<file path="config.mk">
export PLATFORM = sky130hd
export DESIGN_NAME = eeprom_slave
export DESIGN_NICKNAME = d
export VERILOG_FILES = /design/src/logic/bit_sync.v /design/src/logic/eeprom_slave.v
export VERILOG_INCLUDE_DIRS = /design/src /design/src/logic
export SDC_FILE = /design/constraint.sdc
export NUM_CORES = 2
export LEC_CHECK = 0
export CAP_MARGIN = 20
export CORE_ASPECT_RATIO = 1.75
export CORE_MARGIN = 4
export CORE_UTILIZATION = 25
export CTS_CLUSTER_DIAMETER = 40
export DETAILED_ROUTE_END_ITERATION = 10
export DONT_BUFFER_PORTS = 1
export GPL_TIMING_DRIVEN = 0
export SYNTH_ARGS = -nofsm -noshare
export SYNTH_HDL_FRONTEND = slang
export SYNTH_HIERARCHICAL = 1
export SYNTH_SLANG_ARGS = --single-unit
</file>
<file path="constraint.sdc">
create_clock -name sys_clk_i -period 12.18 [get_ports sys_clk_i]
set_clock_uncertainty 0.1 [all_clocks]
set_input_delay 0.609 -clock sys_clk_i [delete_from_list [all_inputs] [get_ports sys_clk_i]]
set_output_delay 0.609 -clock sys_clk_i [all_outputs]
set_load 0.05 [all_outputs]
</file>
<file path="src/logic/eeprom_defines.vh">
// timing counts, control codes and sizes for the serial eeprom slave
`ifndef EEPROM_DEFINES_VH
`define EEPROM_DEFINES_VH
`define CODE_ARRAY 4'hA
`define CODE_PROTECT 4'h6
`define ARRAY_DEPTH 256
`define PAGE_DEPTH 16
`define HALF_TOP 8'h7F
`define CLK_HZ 40000000
`define WRITE_CYCLE_MS 10
`define WRITE_CYCLE_CYC ((`CLK_HZ / 1000) * `WRITE_CYCLE_MS)
`endif

</file>
<file path="src/logic/bit_sync.v">
// two-flop synchroniser for one asynchronous level
module bit_sync (
    input wire sys_clk_i,
    input wire arst_n_i,
    input wire async_i,
    output wire sync_o
);
    reg meta_ff;
    reg sync_ff;
    // first stage feeds only the second stage
    always @(posedge sys_clk_i or negedge arst_n_i) begin
        if (!arst_n_i) begin
            meta_ff <= 1'b1;
            sync_ff <= 1'b1;
        end else begin
            meta_ff <= async_i;
            sync_ff <= meta_ff;
        end
    end
    assign sync_o = sync_ff;
endmodule // bit_sync

</file>
<file path="src/logic/eeprom_slave.v">
// two-wire serial eeprom slave with page buffer and write protection
`include "eeprom_defines.vh"
// How it works
// - byte after write control loads pointer
// - stop starts write cycle, no acks
// - protected writes acked but discarded
// - up to sixteen bytes buffered until stop
// - write increments only low pointer nibble
// - over sixteen bytes wrap and overwrite
// - busy device ignores polling control byte
// - soft protect covers 00h to 7Fh
// - code 0110 write sets protect flag
// - set flag stops acking 0110 code
// - protect flag never cleared by command
// - protect pin blocks whole array
// - protect pin blocks setting flag
// - pin low: soft flag decides alone
// - read sends byte at pointer
// - master nack ends read, line released
// - repeated start keeps new pointer
// - pointer ends one past last read
// - master ack fetches next byte
// - chip select bits must match pins
// - 1010 array, 0110 protect, 0110 read nacked
// - last control bit picks direction
module eeprom_slave #(
    parameter WRITE_CYCLES = `WRITE_CYCLE_CYC,
    parameter PROTECT_INIT = 1'b0
) (
    input wire sys_clk_i,
    input wire arst_n_i,
    input wire scl_i,
    input wire sda_i,
    output reg sda_o,
    output reg sda_oe_o,
    input wire chip_select_bit0,
    input wire chip_select_bit1,
    input wire chip_select_bit2,
    input wire write_protect_i,
    output reg busy_o,
    output reg soft_protect_o
);
    // ------------------------------------------------------------
    // states
    // ------------------------------------------------------------
    localparam ST_IDLE = 6'b000001;
    localparam ST_CTRL = 6'b000010;
    localparam ST_ADDR = 6'b000100;
    localparam ST_WDAT = 6'b001000;
    localparam ST_RDAT = 6'b010000;
    localparam ST_RACK = 6'b100000;

    // ------------------------------------------------------------
    // input synchronisers and edge detect
    // ------------------------------------------------------------
    wire scl_s;
    wire sda_s;
    wire wp_s;
    bit_sync u_scl (.sys_clk_i(sys_clk_i), .arst_n_i(arst_n_i), .async_i(scl_i), .sync_o(scl_s));
    bit_sync u_sda (.sys_clk_i(sys_clk_i), .arst_n_i(arst_n_i), .async_i(sda_i), .sync_o(sda_s));
    bit_sync u_wp (.sys_clk_i(sys_clk_i), .arst_n_i(arst_n_i), .async_i(write_protect_i),
        .sync_o(wp_s));
    // protect pin idles low but its synchroniser resets high; harmless, since
    // nothing that reads the pin commits or sets the flag within two clocks of reset
    // chip select straps are pins too, so they take the same two flops
    wire [2:0] cs_raw = {chip_select_bit2, chip_select_bit1, chip_select_bit0};
    wire [2:0] cs_pins;
    genvar g;
    generate
        for (g = 0; g < 3; g = g + 1) begin : g_cs_sync
            bit_sync u_cs (
                .sys_clk_i(sys_clk_i),
                .arst_n_i(arst_n_i),
                .async_i(cs_raw[g]),
                .sync_o(cs_pins[g])
            );
        end
    endgenerate
    reg scl_d_ff;
    reg sda_d_ff;
    always @(posedge sys_clk_i or negedge arst_n_i) begin
        if (!arst_n_i) begin
            scl_d_ff <= 1'b1;
            sda_d_ff <= 1'b1;
        end else begin
            scl_d_ff <= scl_s;
            sda_d_ff <= sda_s;
        end
    end
    wire scl_rise = scl_s & ~scl_d_ff;
    wire scl_fall = ~scl_s & scl_d_ff;
    // start and stop only while clock stays high
    wire start_ev = scl_s & scl_d_ff & sda_d_ff & ~sda_s;
    wire stop_ev = scl_s & scl_d_ff & ~sda_d_ff & sda_s;

    // ------------------------------------------------------------
    // storage
    // ------------------------------------------------------------
    // the array has no reset: a real part powers up holding its old contents
    reg [7:0] mem [0:`ARRAY_DEPTH-1];
    reg [7:0] page_ff [0:`PAGE_DEPTH-1];
    reg [`PAGE_DEPTH-1:0] page_vld_ff;
    reg [7:0] ptr_ff;
    reg [3:0] page_base_ff;
    reg [5:0] state_ff;
    reg [7:0] shift_ff;
    reg [3:0] bitcnt_ff;
    reg ack_phase_ff;
    reg is_prot_ff;
    reg got_data_ff;
    reg [31:0] wcnt_ff;
    reg commit_ff;
    reg [4:0] commit_idx_ff;

    wire [7:0] rx_byte = {shift_ff[6:0], sda_s};
    // decode the finished byte in shift_ff; rx_byte is already one bit further on
    // chip select match
    wire cs_ok = (shift_ff[3:1] == cs_pins);
    // code decode; used flag nacks 0110; direction bit
    wire ctl_arr = (shift_ff[7:4] == `CODE_ARRAY);
    wire ctl_prot = (shift_ff[7:4] == `CODE_PROTECT) & ~shift_ff[0] & ~soft_protect_o;
    wire ctl_ack = cs_ok & (ctl_arr | ctl_prot) & ~busy_o;

    // ------------------------------------------------------------
    // write cycle timer and commit of page buffer
    // ------------------------------------------------------------
    // pin blocks all; flag blocks lower half; else flag only
    // commit walks the sixteen slots in sixteen clocks, well inside the cycle
    wire [7:0] commit_addr = {page_base_ff, commit_idx_ff[3:0]};
    wire blocked = wp_s | (soft_protect_o & (commit_addr <= `HALF_TOP));
    always @(posedge sys_clk_i or negedge arst_n_i) begin
        if (!arst_n_i) begin
            busy_o <= 1'b0;
            wcnt_ff <= 32'h00000000;
            commit_idx_ff <= 5'h00;
            commit_ff <= 1'b0;
            soft_protect_o <= 1'b0;
        end else begin
            // strap image of the nonvolatile flag; never cleared afterwards
            if (PROTECT_INIT)
                soft_protect_o <= 1'b1;
            // a stop after a bare address or a refused byte starts no cycle
            if (stop_ev && got_data_ff && !busy_o) begin
                // stop starts write cycle; runs even if protected
                busy_o <= 1'b1;
                wcnt_ff <= WRITE_CYCLES;
                commit_ff <= ~is_prot_ff;
                commit_idx_ff <= 5'h00;
                // flag set; refused while pin high; sticky
                if (is_prot_ff && !wp_s)
                    soft_protect_o <= 1'b1;
            end else if (busy_o) begin
                // commit buffered bytes only after stop
                if (commit_ff && !commit_idx_ff[4]) begin
                    if (page_vld_ff[commit_idx_ff[3:0]] && !blocked)
                        mem[commit_addr] <= page_ff[commit_idx_ff[3:0]];
                    commit_idx_ff <= commit_idx_ff + 5'h01;
                end
                if (wcnt_ff <= 32'h00000001)
                    busy_o <= 1'b0;
                else
                    wcnt_ff <= wcnt_ff - 32'h00000001;
            end
        end
    end

    // ------------------------------------------------------------
    // bus protocol engine
    // ------------------------------------------------------------
    always @(posedge sys_clk_i or negedge arst_n_i) begin
        if (!arst_n_i) begin
            state_ff <= ST_IDLE;
            shift_ff <= 8'h00;
            bitcnt_ff <= 4'h0;
            ack_phase_ff <= 1'b0;
            ptr_ff <= 8'h00;
            page_base_ff <= 4'h0;
            page_vld_ff <= {`PAGE_DEPTH{1'b0}};
            is_prot_ff <= 1'b0;
            got_data_ff <= 1'b0;
            sda_o <= 1'b0;
            sda_oe_o <= 1'b0;
        end else if (start_ev) begin
            // repeated start aborts write, pointer kept
            state_ff <= ST_CTRL;
            bitcnt_ff <= 4'h0;
            ack_phase_ff <= 1'b0;
            got_data_ff <= 1'b0;
            sda_oe_o <= 1'b0;
        end else if (stop_ev) begin
            state_ff <= ST_IDLE;
            sda_oe_o <= 1'b0;
            got_data_ff <= 1'b0;
        end else begin
            case (state_ff)
                ST_IDLE: begin
                    sda_oe_o <= 1'b0;
                end
                // eight rising edges make a byte; the ninth clock carries the acknowledge
                ST_CTRL, ST_ADDR, ST_WDAT: begin
                    if (scl_rise && !ack_phase_ff) begin
                        shift_ff <= rx_byte;
                        bitcnt_ff <= bitcnt_ff + 4'h1;
                        if (bitcnt_ff == 4'h7)
                            ack_phase_ff <= 1'b1;
                    end
                    if (scl_fall && ack_phase_ff && bitcnt_ff == 4'h8) begin
                        // byte complete: decide acknowledge
                        bitcnt_ff <= 4'h9;
                        if (state_ff == ST_CTRL) begin
                            if (ctl_ack) begin
                                sda_o <= 1'b0;
                                sda_oe_o <= 1'b1;
                                is_prot_ff <= ~ctl_arr;
                            end else begin
                                state_ff <= ST_IDLE;
                            end
                        end else if (state_ff == ST_ADDR) begin
                            ptr_ff <= shift_ff;
                            page_base_ff <= shift_ff[7:4];
                            page_vld_ff <= {`PAGE_DEPTH{1'b0}};
                            sda_o <= 1'b0;
                            sda_oe_o <= 1'b1;
                        end else begin
                            if (!is_prot_ff) begin
                                page_ff[ptr_ff[3:0]] <= shift_ff;
                                page_vld_ff[ptr_ff[3:0]] <= 1'b1;
                            end
                            ptr_ff <= {ptr_ff[7:4], ptr_ff[3:0] + 4'h1};
                            got_data_ff <= 1'b1;
                            sda_o <= 1'b0;
                            sda_oe_o <= 1'b1;
                        end
                    end else if (scl_fall && bitcnt_ff == 4'h9) begin
                        // end of ack clock: release and move on
                        sda_oe_o <= 1'b0;
                        bitcnt_ff <= 4'h0;
                        ack_phase_ff <= 1'b0;
                        if (state_ff == ST_CTRL && shift_ff[0]) begin
                            state_ff <= ST_RDAT;
                            shift_ff <= mem[ptr_ff];
                            sda_o <= 1'b0;
                            sda_oe_o <= ~mem[ptr_ff][7];
                            bitcnt_ff <= 4'h1;
                        end else if (state_ff == ST_CTRL) begin
                            state_ff <= ST_ADDR;
                        end else begin
                            state_ff <= ST_WDAT;
                        end
                    end
                end
                // data moves only after the clock fall is seen, so it never changes
                // while the clock is high and cannot fake a start or stop
                ST_RDAT: begin
                    if (scl_fall) begin
                        if (bitcnt_ff == 4'h8) begin
                            // release for master acknowledge
                            sda_oe_o <= 1'b0;
                            state_ff <= ST_RACK;
                            ptr_ff <= ptr_ff + 8'h01;
                        end else begin
                            // open drain: drive low only for zero bits
                            sda_o <= 1'b0;
                            sda_oe_o <= ~shift_ff[7 - bitcnt_ff[2:0]];
                            bitcnt_ff <= bitcnt_ff + 4'h1;
                        end
                    end
                end
                // next byte fetched on the rise so it is ready when the clock falls
                ST_RACK: begin
                    if (scl_rise) begin
                        if (sda_s)
                            state_ff <= ST_IDLE;
                        else
                            shift_ff <= mem[ptr_ff];
                    end else if (scl_fall) begin
                        state_ff <= ST_RDAT;
                        sda_o <= 1'b0;
                        sda_oe_o <= ~shift_ff[7];
                        bitcnt_ff <= 4'h1;
                    end
                end
                default: begin
                    state_ff <= ST_IDLE;
                end
            endcase
        end
    end
endmodule // eeprom_slave
</file>
==> run metrics <==
crit path launch ptr_ff[1]; area grow syn2layout 16.7%; GRT overflow 0; Chip Width about 460 um; RePlAce Congestion about 1; Sw Ratio between 20% and 30%; critical-path cell list buf_4 -> buf_4 -> buf_2 -> buf_2 -> buf_2 -> buf_2 -> mux4_2 -> nand3_1 -> nand3_1 -> o311ai_0 -> a31oi_1; #FFs+latches synth about 2,300; Startpoint Class register; Gate power share 0.8%; top_reg_cell synth edfxtp_1; antenna violations before repair 28; largest net degree at the start of global routing 105; cells after synthesis between 4,000 and 5,000; sequential cell fraction of total power between 50 and 60%; core footprint around 350,000 um^2; Initial Utilization 25.1%; ANT nets after route 0; number of synthesized flops with an enable pin around 2,200; Sw Pwr roughly 3400 uW; final wirelength 396 mm; Die Area around 370,000 um^2; synthesized area 89,200 um^2; TritonCTS buffer count ~220; # clock sinks 2,280; HP Start scl_i; Post-layout nets 4,767; Non-Filler Instances roughly 9,600; Top Ports 12; CP Data Arrival Time 8.21 ns; leakage power ~0.031 uW; commonest cells in the netlist edfxtp_1 (2,176), mux4_2 (533), nor2_1 (347); max incr delay on CP 1.14 ns; Mean Syn Cell Area a little over 20 um^2; sequential area share after synthesis between 70% and 80%; top cells by area, synth edfxtp_1 (73%), mux4_2 (13%), dfrtp_1 (2.5%), nor2_1 (1.5%), a22oi_1 (1.1%); Final Cell Area about 100,000 um^2; Die Span Y 798 um; drt pass-1 iters 6; FMAX between 0.1 and 0.15 GHz; Tmin final between 7 and 8 ns; worst-margin pin slew between 1 and 1.5 ns; count leader, synth edfxtp_1; Slowest cell on crit path o311ai_0; total global-route track usage between 20% and 30%; synth unique cells between 80 and 90; status completed; final hold violations 0; Yosys Warn Count 6; DR iter-0 viols a little over 8,000; post-detail-place hpwl 274 mm; cell area after placement a little under 100,000 um^2; Worst VDD drop roughly 0.00011 V; root buf cell clkbuf_16; Worst-path clk slew roughly 0.07 ns; register area 68,000 um^2; number of port buffers 0; multi-input logic area between 20,000 and 25,000 um^2; # rows 289; synthesized net count between 4,000 and 5,000; CTS tree yes; period utilization between 60% and 70%; RSZ-0062 raised after global routing no; Setup Fix Bufs, Post-CTS 0; detailed-route via count between 50,000 and 60,000; setup ws final between 4 and 5 ns; number of placed instances, taps included roughly 9,200; clock latency at the later pin of the worst-skew pair roughly 0.96 ns; endpoint class of the critical path register; WP data required around 13 ns; share of cells above drive strength 1 between 20% and 30%; power per cell area between 100 and 150 nW/um^2; Hold Slack 0.148 ns; post-synthesis async set-or-reset flop share between 4 and 5%; setup TNS 0 ns; first-pass GRT wire length 508 mm; R2R Path Start ptr_ff[1]; fill count around 34,000; H-tree Lvls 4; vias in the first global route 50,900; Int Power approximately 12,000 uW; maximum clock path buffer count 4; final setup vio count 0; post-synth top area cell edfxtp_1; clock power share between 40% and 50%; DR WL/cell between 40 and 50 um; Post-CTS Resized 0; relative slew slack between 10% and 20%; pre-CTS setup slack between 5 and 6 ns; reg2reg setup slack 4.60 ns; Avg Vias per Cell approximately 5.4; WS Path Type register to register; crit path max fanout 10; Hold Path Class primary input to register; Synth top area share ~73%; max-cap viol count 0; Final Slew Violations 0; most used cell along the critical path buf_2; Remaining DRCs 0
## through the flow
stage	utilization (%)	total power, uW
6_report	29.3	15500
5_1_grt	29.3	15800
3_5_place_dp	27.4	8970
2_1_floorplan	-	8860
4_1_cts	29.3	15500
3_3_place_gp	26.8	8960
## layer usage
layer	routed length [um]	share of wire, %	global-route usage [%]
met1	117000	30	20.9
met2	189000	48	34.7
met3	35800	9.0	5.12
met4	53600	14	22.6
met5	151	0.038	0
## state kept, by name, summed over array words and instances (netlist names), 3 cells and up
| register | flops |
|---|---|
| mem | 2048 |
| page_ff | 128 |
| wcnt_ff | 32 |
| page_vld_ff | 16 |
| ptr_ff | 8 |
| shift_ff | 8 |
| state_ff | 6 |
| commit_idx_ff | 5 |
| bitcnt_ff | 4 |
| page_base_ff | 4 |
| g_cs_sync.u_cs/meta_ff | 3 |
| g_cs_sync.u_cs/sync_o | 3 |
## worst max-delay path: cells and delay by family, from the launching register on
family                 cells  cell delay (ns)
buffers and inverters      6             4.16
AOI/OAI and AO/OA          2             1.32
and+or+nand+nor            2             0.56
DFF                        1             0.55
muxes                      1             0.46
## power by group through the flow
stage	Sequential, uW	Combinational [uW]	Clock, uW
6_report	8680	129	6720
5_1_grt	8680	141	7020
4_1_cts	8680	127	6720
3_5_place_dp	8850	115	0
3_3_place_gp	8840	117	0
2_1_floorplan	8770	87.4	0
## cell type report
cell class | instances | area share, %
flip-flops and latches | 2280 | 65.3
multi-input cells | 1839 | 19.2
well taps | 4656 | 5.60
clock buffers | 253 | 5.34
repair buffers | 126 | 2.06
plain buffers | 256 | 1.21
clock inverters | 138 | 1.17
inverters | 25 | 0.0901
diodes | 13 | 0.0312
## what timing repair did
| item | CTS | global route |
|---|---|---|
| hold buffers | 8 | 0 |
| hold endpoints to repair | 110 | 0 |
| setup endpoints to repair | 0 | 0 |
## cells in the final DEF, fill, tap and decap left out, types with 31 or more instances in the layout
cell type  netlist  layout
dfrtp_1         89      89
buf_16           0      31
nand3_1         77      77
nand2_1        107     107
clkbuf_16        0     217
buf_2           78      97
mux4_2         533     525
clkbuf_1       118     105
a22oi_1        129     129
mux2i_1         87      87
clkinv_1         1      47
edfxtp_1      2176    2176
a21oi_1         67      67
clkbuf_2         0      48
nor2_1         347     344
o21ai_0         41      41
buf_4           26      37
nor3_1          39      38
## worst paths after layout
check	endpoint	cells past startpoint
worst max-delay path	shift_ff[6]	11
worst max register to register	shift_ff[6]	11
worst min-delay path	u_scl/meta_ff	1
min in group asynchronous	ack_phase_ff	2
max in group asynchronous	wcnt_ff[20]	2
worst min register to register	g_cs_sync[2].u_cs/sync_o	0
## cells by family after synthesis
family	after synthesis	synth area share [%]
mux	631	14.6
simple gates	727	3.82
fa+ha+maj	16	0.224
other cells	1	0.00420
compound gates	437	3.50
buf+inv	281	1.43
xor+xnor	27	0.265
flops	2280	76.2
Note: power is estimated with default switching activity, not from simulation.
